<file path="src/rtl/udc_pkg.sv">
/*
  Shared constants for the device-controller DMA engine and command port:
  command codes, configuration bit positions, reset values and state codes.
  Assumes a single 16-bit microprocessor port and 16-bit DMA words.
*/
package udc_pkg;

  // Command codes, low byte of a command-phase write
  localparam logic [7:0] CMD_EPCFG_WR = 8'h20;
  localparam logic [7:0] CMD_EPCFG_RD = 8'h30;
  localparam logic [7:0] CMD_HWCFG_WR = 8'hBA;
  localparam logic [7:0] CMD_HWCFG_RD = 8'hBB;
  localparam logic [7:0] CMD_DMACFG_WR = 8'hF0;
  localparam logic [7:0] CMD_DMACFG_RD = 8'hF1;
  localparam logic [7:0] CMD_DMACNT_WR = 8'hF2;
  localparam logic [7:0] CMD_DMACNT_RD = 8'hF3;
  localparam logic [7:0] CMD_NONE = 8'h00;

  // hardware_config fields
  localparam int HW_ACK_ONLY_BIT = 8;

  // dma_config fields
  localparam int DMACFG_ENABLE_BIT = 0;
  localparam int DMACFG_CNT_STOP_BIT = 1;
  localparam int DMACFG_SHORT_STOP_BIT = 2;
  localparam int DMACFG_BURST_BIT = 3;
  localparam int DMACFG_EP_LSB = 4;

  // endpoint_config fields
  localparam int EPCFG_DIR_IN_BIT = 0;
  localparam int EPCFG_ISO_BIT = 1;

  // Reset values
  localparam logic [15:0] HWCFG_RESET = 16'h0000;
  localparam logic [15:0] DMACFG_RESET = 16'h0000;
  localparam logic [15:0] DMACNT_RESET = 16'h0000;
  localparam logic [15:0] EPCFG_RESET = 16'h0000;
  localparam logic [15:0] ZERO_WORD = 16'h0000;

  // Bytes moved by one DMA word
  localparam logic [15:0] BYTES_PER_WORD = 16'h0002;
  localparam logic [15:0] ONE_BYTE = 16'h0001;

  // Number of endpoint configuration words
  localparam int NUM_EP = 16;

  typedef enum logic [2:0] {
    ST_IDLE = 3'b001,
    ST_RUN = 3'b010,
    ST_DONE = 3'b100
  } udc_state_t;

endpackage

</file>
<file path="src/rtl/udc_dma_port.sv">
/*
  Device-controller DMA engine with the 16-bit command/data port.
  Assumes the register port runs on sys_clk; DMA pins and the DMA data bus
  are asynchronous and pass a two-stage synchroniser first.
*/
// Strobed register access and the placing of the registers were chosen for this implementation.
`timescale 1ns/1ps

// What this block does
// [RL1] Acknowledge-only protocol whenever ack_only_select in hardware_config is one.
// [RL2] Acknowledge-only: acknowledge is the data strobe, read/write strobes ignored.
// [RL3] Bulk DMA stops on end input, counter done, OUT short packet, or enable cleared.
// [RL4] End input during OUT read stops DMA and discards active buffer data only.
// [RL5] End input during IN write stops DMA and sends the partial packet.
// [RL6] 16-bit byte count loads on enable set; reaching count ends and stops DMA.
// [RL7] Counter completion ends transfer only with counter_stop_enable set.
// [RL8] Short packet stop: transfer the short packet's bytes first, then stop.
// [RL9] IN bulk short end when counter hits zero with buffer partly filled.
// [RL10] Clearing dma_enable_bit stops DMA with no end event.
// [RL11] Iso DMA stops on end input, counter done, USB end-of-packet, or enable cleared.
// [RL12] Software ends iso OUT by end-of-packet, iso IN by end input or counter.
// [RL13] Write with select line high takes low byte as command; no-data commands run at once.
// [RL14] Select line low moves data to/from selected register, low word first.
// [RL15] Port is 16 bits; upper byte ignored in command phase.
// [RL16] Processor uses only whole aligned 16-bit register accesses.
// [RL17] Odd IN length: upper byte of final word is not sent.
// [RL18] Firmware discards upper byte of final word of odd OUT packet.
// [RL19] Buffer carries packet length in its first two bytes before payload.
// [RL20] Endpoint config writes 20..2F, reads 30..3F, one word each.
// [RL21] Acknowledge-only clear: fly-by, read/write strobes qualify data during acknowledge.
// [RL22] Request drops after each word in single mode, after burst in burst mode.
// [RL23] Each 16-bit DMA word decrements the byte count by two.
// [RL24] After any end condition, no request until DMA is enabled again.
// [RL25] Controller asserts acknowledge only while requested or mid-burst.
module udc_dma_port #(
  parameter int BURST_WORDS = 8
) (
  // Clock and reset
  input wire logic sys_clk,
  input wire logic sys_rst,
  // Register port
  input wire logic commandSelectLine,
  input wire logic [15:0] regWrData,
  input wire logic regWr,
  input wire logic regRd,
  output logic [15:0] regRdData,
  // DMA pins
  input wire logic devDmaAcknowledgeN,
  input wire logic ioRdN,
  input wire logic ioWrN,
  input wire logic transferEndInput,
  input wire logic [15:0] dmaBusIn,
  output logic devDmaRequest,
  output logic [15:0] dmaBusOut,
  output logic dmaBusOe,
  // Endpoint buffer side
  output logic [3:0] dmaEndpoint,
  output logic dmaDirIn,
  input wire logic epDataReady,
  input wire logic [15:0] epRdWord,
  output logic epRdTake,
  output logic [15:0] epWrWord,
  output logic [1:0] epWrByteEn,
  output logic epWrPush,
  output logic [15:0] pktByteCount,
  input wire logic epShortRx,
  input wire logic epBufPartial,
  input wire logic usbEndOfPacket,
  output logic epDiscard,
  output logic epSendNow,
  // Status and commands
  output logic dmaBusy,
  output logic dmaEndEvent,
  output logic [7:0] cmdCode,
  output logic cmdExec
);

  localparam logic [3:0] LAST_BURST = 4'(BURST_WORDS - 1);

  typedef struct packed {
    udc_pkg::udc_state_t state;
    logic [15:0] hwCfg;
    logic [15:0] dmaCfg;
    logic [15:0] dmaCount;
    logic [15:0] byteCnt;
    logic [udc_pkg::NUM_EP-1:0][15:0] epCfg;
    logic [7:0] cmd;
    logic [15:0] rdData;
    logic [15:0] busOut;
    logic [15:0] capData;
    logic [15:0] wrWord;
    logic [1:0] wrByteEn;
    logic [15:0] pktBytes;
    logic [3:0] burstIdx;
    logic gap;
    logic prevStrobe;
    logic prevEnd;
    logic shortPend;
    logic rdTake;
    logic push;
    logic discard;
    logic sendNow;
    logic endEvt;
    logic exec;
  } udc_regs_t;

  udc_regs_t r_reg;
  udc_regs_t r_next;

  logic ackSync;
  logic rdSync;
  logic wrSync;
  logic endSync;
  logic [15:0] busSync;

  udc_sync #(
    .WIDTH(20),
    .INIT(20'h0_0000)
  ) pinSync (
    .sys_clk(sys_clk),
    .sys_rst(sys_rst),
    .asyncIn({~devDmaAcknowledgeN, ~ioRdN, ~ioWrN, transferEndInput, dmaBusIn}),
    .syncOut({ackSync, rdSync, wrSync, endSync, busSync})
  );

  function automatic logic inGroup(input logic [7:0] code, input logic [7:0] base);
    inGroup = (code[7:4] == base[7:4]);
  endfunction

  logic ackOnly;
  logic [3:0] epIdx;
  logic dirIn;
  logic isIso;
  logic strobeActive;
  logic wordEnd;
  logic [15:0] cntAfter;

  assign ackOnly = r_reg.hwCfg[udc_pkg::HW_ACK_ONLY_BIT];
  assign epIdx = r_reg.dmaCfg[udc_pkg::DMACFG_EP_LSB +: 4];
  assign dirIn = r_reg.epCfg[epIdx][udc_pkg::EPCFG_DIR_IN_BIT];
  assign isIso = r_reg.epCfg[epIdx][udc_pkg::EPCFG_ISO_BIT];
  // Acknowledge alone strobes in one mode, read/write strobes in the other
  assign strobeActive = ackOnly ? ackSync : // [RL1] [RL2]
                        (ackSync & (dirIn ? wrSync : rdSync)); // [RL21]
  assign wordEnd = r_reg.prevStrobe & ~strobeActive & (r_reg.state == udc_pkg::ST_RUN);
  // Saturate so an odd count ends at zero, not wrapping
  assign cntAfter = (r_reg.byteCnt > udc_pkg::BYTES_PER_WORD) ?
                    (r_reg.byteCnt - udc_pkg::BYTES_PER_WORD) : udc_pkg::ZERO_WORD; // [RL23]

  always_comb begin
    logic enSet;
    logic enClr;
    logic stopNow;
    logic endEdge;
    logic [15:0] newCfg;
    enSet = 1'b0;
    enClr = 1'b0;
    stopNow = 1'b0;
    endEdge = endSync & ~r_reg.prevEnd;
    newCfg = r_reg.dmaCfg;
    r_next = r_reg;
    r_next.rdTake = 1'b0;
    r_next.push = 1'b0;
    r_next.discard = 1'b0;
    r_next.sendNow = 1'b0;
    r_next.endEvt = 1'b0;
    r_next.exec = 1'b0;
    r_next.rdData = udc_pkg::ZERO_WORD;
    r_next.prevStrobe = strobeActive;
    r_next.prevEnd = endSync;
    if (strobeActive) begin
      r_next.capData = busSync;
    end else begin
      // Hold the outgoing word steady for the whole strobe
      r_next.busOut = epRdWord;
    end

    // Read data phase
    if (regRd && !commandSelectLine) begin
      if (inGroup(r_reg.cmd, udc_pkg::CMD_EPCFG_RD)) begin
        r_next.rdData = r_reg.epCfg[r_reg.cmd[3:0]]; // [RL20]
      end else begin
        case (r_reg.cmd)
          udc_pkg::CMD_HWCFG_RD: r_next.rdData = r_reg.hwCfg; // [RL14]
          udc_pkg::CMD_DMACFG_RD: r_next.rdData = r_reg.dmaCfg;
          udc_pkg::CMD_DMACNT_RD: r_next.rdData = r_reg.dmaCount;
          default: r_next.rdData = udc_pkg::ZERO_WORD;
        endcase
      end
    end

    // Command and write data phases
    if (regWr && commandSelectLine) begin
      r_next.cmd = regWrData[7:0]; // [RL13] [RL15]
      if (!(inGroup(regWrData[7:0], udc_pkg::CMD_EPCFG_WR) ||
            inGroup(regWrData[7:0], udc_pkg::CMD_EPCFG_RD) ||
            regWrData[7:0] == udc_pkg::CMD_HWCFG_WR ||
            regWrData[7:0] == udc_pkg::CMD_HWCFG_RD ||
            regWrData[7:0] == udc_pkg::CMD_DMACFG_WR ||
            regWrData[7:0] == udc_pkg::CMD_DMACFG_RD ||
            regWrData[7:0] == udc_pkg::CMD_DMACNT_WR ||
            regWrData[7:0] == udc_pkg::CMD_DMACNT_RD)) begin
        r_next.exec = 1'b1; // [RL13]
      end
    end else if (regWr) begin
      if (inGroup(r_reg.cmd, udc_pkg::CMD_EPCFG_WR)) begin
        r_next.epCfg[r_reg.cmd[3:0]] = regWrData; // [RL20]
      end else begin
        case (r_reg.cmd)
          udc_pkg::CMD_HWCFG_WR: r_next.hwCfg = regWrData; // [RL14]
          udc_pkg::CMD_DMACNT_WR: r_next.dmaCount = regWrData; // [RL6]
          udc_pkg::CMD_DMACFG_WR: begin
            newCfg = regWrData;
            r_next.dmaCfg = regWrData;
            enSet = regWrData[udc_pkg::DMACFG_ENABLE_BIT];
            enClr = !regWrData[udc_pkg::DMACFG_ENABLE_BIT];
          end
          default: r_next.cmd = r_reg.cmd;
        endcase
      end
    end

    // Word transfer bookkeeping
    if (wordEnd) begin
      r_next.byteCnt = cntAfter; // [RL23]
      r_next.burstIdx = r_reg.burstIdx + 4'h1;
      if (!r_reg.dmaCfg[udc_pkg::DMACFG_BURST_BIT] || r_reg.burstIdx == LAST_BURST) begin
        r_next.gap = 1'b1; // [RL22]
        r_next.burstIdx = 4'h0;
      end
      if (dirIn) begin
        r_next.wrWord = r_reg.capData;
        // A single remaining byte leaves the high lane unsent
        r_next.wrByteEn = (r_reg.byteCnt == udc_pkg::ONE_BYTE) ? 2'b01 : 2'b11; // [RL17]
        r_next.push = 1'b1;
        r_next.pktBytes = r_reg.pktBytes +
                          ((r_reg.byteCnt == udc_pkg::ONE_BYTE) ? udc_pkg::ONE_BYTE :
                           udc_pkg::BYTES_PER_WORD); // [RL19]
      end else begin
        r_next.rdTake = 1'b1;
      end
    end else if (r_reg.gap && !ackSync) begin
      r_next.gap = 1'b0;
    end

    case (r_reg.state)
      udc_pkg::ST_IDLE: begin
        if (enSet) begin
          r_next.state = udc_pkg::ST_RUN;
        end
      end
      udc_pkg::ST_RUN: begin
        if (endEdge) begin
          stopNow = 1'b1; // [RL3] [RL11]
          r_next.discard = !dirIn; // [RL4]
          r_next.sendNow = dirIn; // [RL5]
        end else if (wordEnd && cntAfter == udc_pkg::ZERO_WORD &&
                     r_reg.dmaCfg[udc_pkg::DMACFG_CNT_STOP_BIT]) begin
          stopNow = 1'b1; // [RL6] [RL7]
          r_next.sendNow = dirIn && (isIso || epBufPartial); // [RL9]
        end else if (r_reg.shortPend && !epDataReady && !strobeActive) begin
          stopNow = 1'b1; // [RL8] [RL3]
        end else if (isIso && usbEndOfPacket) begin
          stopNow = 1'b1; // [RL11]
        end
        if (stopNow) begin
          r_next.state = udc_pkg::ST_DONE; // [RL24]
          r_next.endEvt = 1'b1;
        end
      end
      udc_pkg::ST_DONE: begin
        if (enSet) begin
          r_next.state = udc_pkg::ST_RUN; // [RL24]
        end
      end
      default: r_next.state = udc_pkg::ST_IDLE;
    endcase

    // Enable clear wins and raises no end event
    if (enClr) begin
      r_next.state = udc_pkg::ST_IDLE; // [RL10] [RL3]
      r_next.endEvt = 1'b0;
      r_next.discard = 1'b0;
      r_next.sendNow = 1'b0;
    end
    // Gap is left alone here; it clears itself once acknowledge is idle
    if (enSet) begin
      r_next.byteCnt = r_reg.dmaCount; // [RL6]
      r_next.shortPend = 1'b0;
      r_next.burstIdx = 4'h0;
      r_next.pktBytes = udc_pkg::ZERO_WORD;
    end
    // Length stays visible while the send pulse stands, then restarts
    if (r_reg.sendNow) begin
      r_next.pktBytes = udc_pkg::ZERO_WORD; // [RL19]
    end
    // Short packet arrives; its bytes drain before the stop, and the report wins
    if (r_reg.state == udc_pkg::ST_RUN && epShortRx && !dirIn && !isIso &&
        r_reg.dmaCfg[udc_pkg::DMACFG_SHORT_STOP_BIT]) begin
      r_next.shortPend = 1'b1; // [RL8]
    end
    if (newCfg != r_reg.dmaCfg && !enSet && !enClr) begin
      r_next.dmaCfg = newCfg;
    end
  end

  always_ff @(posedge sys_clk or posedge sys_rst) begin
    if (sys_rst) begin
      r_reg.state <= udc_pkg::ST_IDLE;
      r_reg.hwCfg <= udc_pkg::HWCFG_RESET;
      r_reg.dmaCfg <= udc_pkg::DMACFG_RESET;
      r_reg.dmaCount <= udc_pkg::DMACNT_RESET;
      r_reg.byteCnt <= udc_pkg::ZERO_WORD;
      r_reg.epCfg <= {udc_pkg::NUM_EP{udc_pkg::EPCFG_RESET}};
      r_reg.cmd <= udc_pkg::CMD_NONE;
      r_reg.rdData <= udc_pkg::ZERO_WORD;
      r_reg.busOut <= udc_pkg::ZERO_WORD;
      r_reg.capData <= udc_pkg::ZERO_WORD;
      r_reg.wrWord <= udc_pkg::ZERO_WORD;
      r_reg.wrByteEn <= 2'b00;
      r_reg.pktBytes <= udc_pkg::ZERO_WORD;
      r_reg.burstIdx <= 4'h0;
      r_reg.gap <= 1'b0;
      r_reg.prevStrobe <= 1'b0;
      r_reg.prevEnd <= 1'b0;
      r_reg.shortPend <= 1'b0;
      r_reg.rdTake <= 1'b0;
      r_reg.push <= 1'b0;
      r_reg.discard <= 1'b0;
      r_reg.sendNow <= 1'b0;
      r_reg.endEvt <= 1'b0;
      r_reg.exec <= 1'b0;
    end else begin
      r_reg <= r_next;
    end
  end

  // Request relies on the controller acknowledging only while it is high
  // A pending short packet keeps requesting until the buffer runs dry
  assign devDmaRequest = (r_reg.state == udc_pkg::ST_RUN) && epDataReady &&
                         !r_reg.gap; // [RL22] [RL24] [RL25] [RL8]
  // Enable follows the synchronised strobe, so it trails the pin by two cycles
  assign dmaBusOe = strobeActive && !dirIn;
  assign dmaBusOut = r_reg.busOut;
  assign regRdData = r_reg.rdData;
  assign dmaEndpoint = epIdx;
  assign dmaDirIn = dirIn;
  assign epRdTake = r_reg.rdTake;
  assign epWrWord = r_reg.wrWord;
  assign epWrByteEn = r_reg.wrByteEn;
  assign epWrPush = r_reg.push;
  assign pktByteCount = r_reg.pktBytes;
  assign epDiscard = r_reg.discard;
  assign epSendNow = r_reg.sendNow;
  assign dmaBusy = (r_reg.state == udc_pkg::ST_RUN);
  assign dmaEndEvent = r_reg.endEvt;
  assign cmdCode = r_reg.cmd;
  assign cmdExec = r_reg.exec;

endmodule

</file>
<file path="src/rtl/udc_sync.sv">
/*
  Two-stage synchroniser for a bundle of level signals.
  Assumes each bit is a level that stays put for several clock cycles.
*/
`timescale 1ns/1ps
module udc_sync #(
  parameter int WIDTH = 1,
  parameter logic [WIDTH-1:0] INIT = '0
) (
  // Clock and reset
  input wire logic sys_clk,
  input wire logic sys_rst,
  // Levels
  input wire logic [WIDTH-1:0] asyncIn,
  output logic [WIDTH-1:0] syncOut
);

  logic [WIDTH-1:0] stage1Reg;

  // Stage one feeds only stage two
  always_ff @(posedge sys_clk or posedge sys_rst) begin
    if (sys_rst) begin
      stage1Reg <= INIT;
      syncOut <= INIT;
    end else begin
      stage1Reg <= asyncIn;
      syncOut <= stage1Reg;
    end
  end

endmodule
</file>
<file path="config.mk">
export PLATFORM = sky130hd
export DESIGN_NAME = udc_dma_port
export DESIGN_NICKNAME = d
export VERILOG_FILES = /design/src/rtl/udc_pkg.sv /design/src/rtl/udc_dma_port.sv /design/src/rtl/udc_sync.sv
export SDC_FILE = /design/constraint.sdc
export NUM_CORES = 1
export LEC_CHECK = 0
export ABC_AREA = 1
export BUFFER_PORTS_ARGS = -buffer_cell sky130_fd_sc_hd__buf_2
export CAP_MARGIN = 0
export CORE_ASPECT_RATIO = 1.2
export CORE_MARGIN = 3
export CORE_UTILIZATION = 60
export DETAILED_ROUTE_END_ITERATION = 16
export MAX_ROUTING_LAYER = met4
export PLACE_DENSITY = 0.79
export SLEW_MARGIN = 0
export SYNTH_ARGS = -nofsm -noshare
export SYNTH_HDL_FRONTEND = slang
export SYNTH_SLANG_ARGS = --single-unit
</file>
<file path="constraint.sdc">
create_clock -name sys_clk -period 30.2 [get_ports sys_clk]
set_input_delay 6.04 -clock sys_clk [delete_from_list [all_inputs] [get_ports sys_clk]]
set_output_delay 6.04 -clock sys_clk [all_outputs]
set_load 0.05 [all_outputs]
</file>
==> results by group <==
Drt
  • Antenna-violating nets left: 0
  • Starting DRT DRC Count: 1985
  • Remaining routing DRC violations: 0
  • Final wirelength: 55200 um
  • Routed len/inst: 20.1 um
  • Drt pass-1 iters: 6
  • Vias per Instance: 6.11
  • Via count: 16800

Cells and area
  • Final core occ: 66.8%
  • Design Area, Final: 22200 um^2
  • Max FFs per register: 342
  • Register area: 11700 um^2
  • Most frequent cells in the layout: nand2_1, dfrtp_1, o21ai_0, buf_2, inv_1
  • Commonest non-fill, non-tap cell in the layout: nand2_1
  • Fraction of layout cells with a size suffix above 1: 11.8%
  • Multi-input logic area: 6940 um^2
  • Filler instances: 2661
  • NumNets Final: 2328
  • Non-Filler Instances: 2749
  • Area Growth Syn to Fin: 9.21%

CTS
  • Root Driver: clkbuf_16
  • Clk Latency, worst-skew pair: 570 ps
  • CTS H-Tree Depth: 2
  • Post-CTS Resized: 0
  • CTS tree: built
  • Clock buffer depth: 3
  • Clock Pin Slew Worst Setup and Hold Paths: 60 ps
  • Clk sinks: 467
  • CTS buffer count: 46
  • Hold buffers post-CTS: 0
  • Post-CTS Setup Bufs: 0

Placed design
  • Final GP Congestion: 0.897
  • IO Port Bufs: 148
  • Dpl cell area: 20700 um^2
  • Placed cells: 2664
  • DP Worst Slack: 17630 ps
  • Dpl hpwl: 33300 um

Status
  • Outcome: finished, final reports clean

Global routing
  • Total track usage: 31.1%
  • Gr ovfl total: 0
  • Vias in the first global route: 16700
  • First-pass GRT wire length: 87800 um
  • Largest net degree at the start of global routing: 182
  • Initial antenna violation count: 2

Critical path
  • Critical path type: in -> out
  • Crit path max-delay cell type: buf_2
  • CP Cell Sequence: buf_2, nand2_1, nor2_1, buf_2
  • Crit-path max cell delay: 260 ps
  • Largest delay share family, worst path: buffers and inverters
  • Critical Path RT: 24160 ps
  • CP Capture Type: primary output
  • Most common cell on crit path: buf_2
  • Crit path launch type: input port
  • R2R depth: 14
  • Worst Path Buf+Inv: 2
  • Critical Path Fanout Max: 2
  • R2R setup slack: 26210 ps
  • Stages on worst setup path: 4
  • Critical path arrival: 6540 ps

Synth
  • Mapped Cells: 2255
  • Main synth FF type: dfrtp_1
  • Syn avg cell area: 9.01 um^2
  • Post-synth EDFFs: 0
  • Synthesized flop and latch total: 467
  • Largest family of logic cells by synthesized area: compound AO/OA/AOI/OAI gates
  • Net Count, Synth: 2321
  • Simple-gate area share of the yosys netlist: 14.6%
  • Synth Area in Compound Gates: 18.6%
  • Synth cell types: 48
  • Post-synth ARST share: 100%
  • Synth warn: 0
  • Adder-cell share of the synthesized area: 0.345%
  • Sequential share of the synthesized area: 57.5%
  • Mux cell area share after synthesis: 0%
  • Mapped cell area: 20300 um^2
  • Xor and xnor area share after synthesis: 0.517%

Power and ir drop
  • Leak pwr: 10.4 nW
  • Pwr/cell area: 73.1 nW/um^2
  • Max VDD drop: 45.0 uV

STA
  • # setup viols final: 0
  • Relative slew slack: 11.1%
  • Final hold vios: 0
  • Pin slew with the least headroom to its limit: 1330 ps
  • Fmax: 0.0795 GHz
  • Min Tclk post-route: 12580 ps
  • Fin worst setup slack: 17620 ps
  • Unrepaired setup endpoints after global routing: false
  • Final Cycle Share: 41.7%
  • Final setup TNS: 0 ps
  • Clock Skews: 19.3 ps
  • Max Slew Vio Count: 0

Floorplan
  • Die X: 174 um
  • IO Pins: 149
  • Placement row count: 73
  • Die Area: 36100 um^2
  • Die Ht: 208 um
  • Floorplan Core Area: 33200 um^2
  • Starting density of the core: 61.1%

Hold path
  • Hold Path Depth: 0
  • Hold Crit Class: reg -> reg

Flow run
  • Total of max-cap violations: 0
-- layer usage --
layer	share of wire [%]	track usage, %	wire [um]	vias up
li1	-	-	-	7531
met1	39	40.0	21300	8191
met2	48	48.6	26300	938
met3	10	6.31	5530	147
met4	3.6	12.9	2000	0
met5	0	-	0	-
-- power breakdown --
part	leakage (nW)	internal (W)	switching (W)
registers	6.23	0.000695	0.0000447
logic	3.41	0.0000851	0.000225
clock network	0.736	0.000331	0.000241
total	10.4	0.00111	0.000511
-- worst register-to-register path, delay by kind of cell, from the launching register on --
kind	cells	cell delay [ps]
compound gates	1	80
flops	1	510
simple gates	7	1440
buf+inv	6	1900
-- path summary, 6_finish.rpt --
kind / startpoint / to
worst min-delay path: pinSync.stage1Reg[1]$_DFF_PP0_ / pinSync.syncOut[1]$_DFF_PP0_
worst max-delay path: epDataReady / devDmaRequest
worst max register to register: cmdCode[0]$_DFFE_PP0P_ / pktByteCount[15]$_DFFE_PP0P_
max in group asynchronous: sys_rst / pinSync.syncOut[15]$_DFF_PP0_
min in group asynchronous: sys_rst / r_reg[369]$_DFFE_PP0P_
worst min register to register: pinSync.stage1Reg[1]$_DFF_PP0_ / pinSync.syncOut[1]$_DFF_PP0_
-- synth_stat cells (6+ instances only) --
library cell / n / share of area [%]
o21ai_1: 13 / 0.32
nand4_1: 9 / 0.28
a41oi_1: 14 / 0.60
buf_4: 79 / 2.9
nand2_1: 536 / 9.9
inv_2: 6 / 0.11
xor2_1: 11 / 0.47
a21oi_1: 32 / 0.79
o21ai_0: 446 / 11
inv_1: 138 / 2.5
a211oi_1: 14 / 0.52
o22ai_1: 130 / 4.0
a22oi_1: 9 / 0.33
buf_2: 7 / 0.17
dfrtp_1: 466 / 57
clkbuf_1: 121 / 2.2
nor2_1: 73 / 1.3
nand3_1: 51 / 1.3
nor3_1: 30 / 0.74
o211ai_1: 12 / 0.44
-- final cells by class --
type | count | area share, %
inverter | 148 | 2.54
sequential | 467 | 52.7
clock inverter | 13 | 0.750
multi-input combinational | 1426 | 31.2
antenna | 2 | 0.0226
timing repair buffer | 173 | 4.24
tap | 450 | 2.54
clock buffer | 70 | 6.00
-- cell families after synthesis --
family          Yosys count
simple gates            725
compound gates          684
flops                   467
buf+inv                 362
xor+xnor                 12
fa+ha+maj                 5
-- stage by stage --
stage	total power (W)	hold WS, ps
final	0.00162	345
after global routing	0.00169	351
after CTS	0.00162	347
after detailed placement	0.00105	335
after global placement	0.00104	332
after floorplan	0.000990	331
Power figures use the tool's default switching activity.
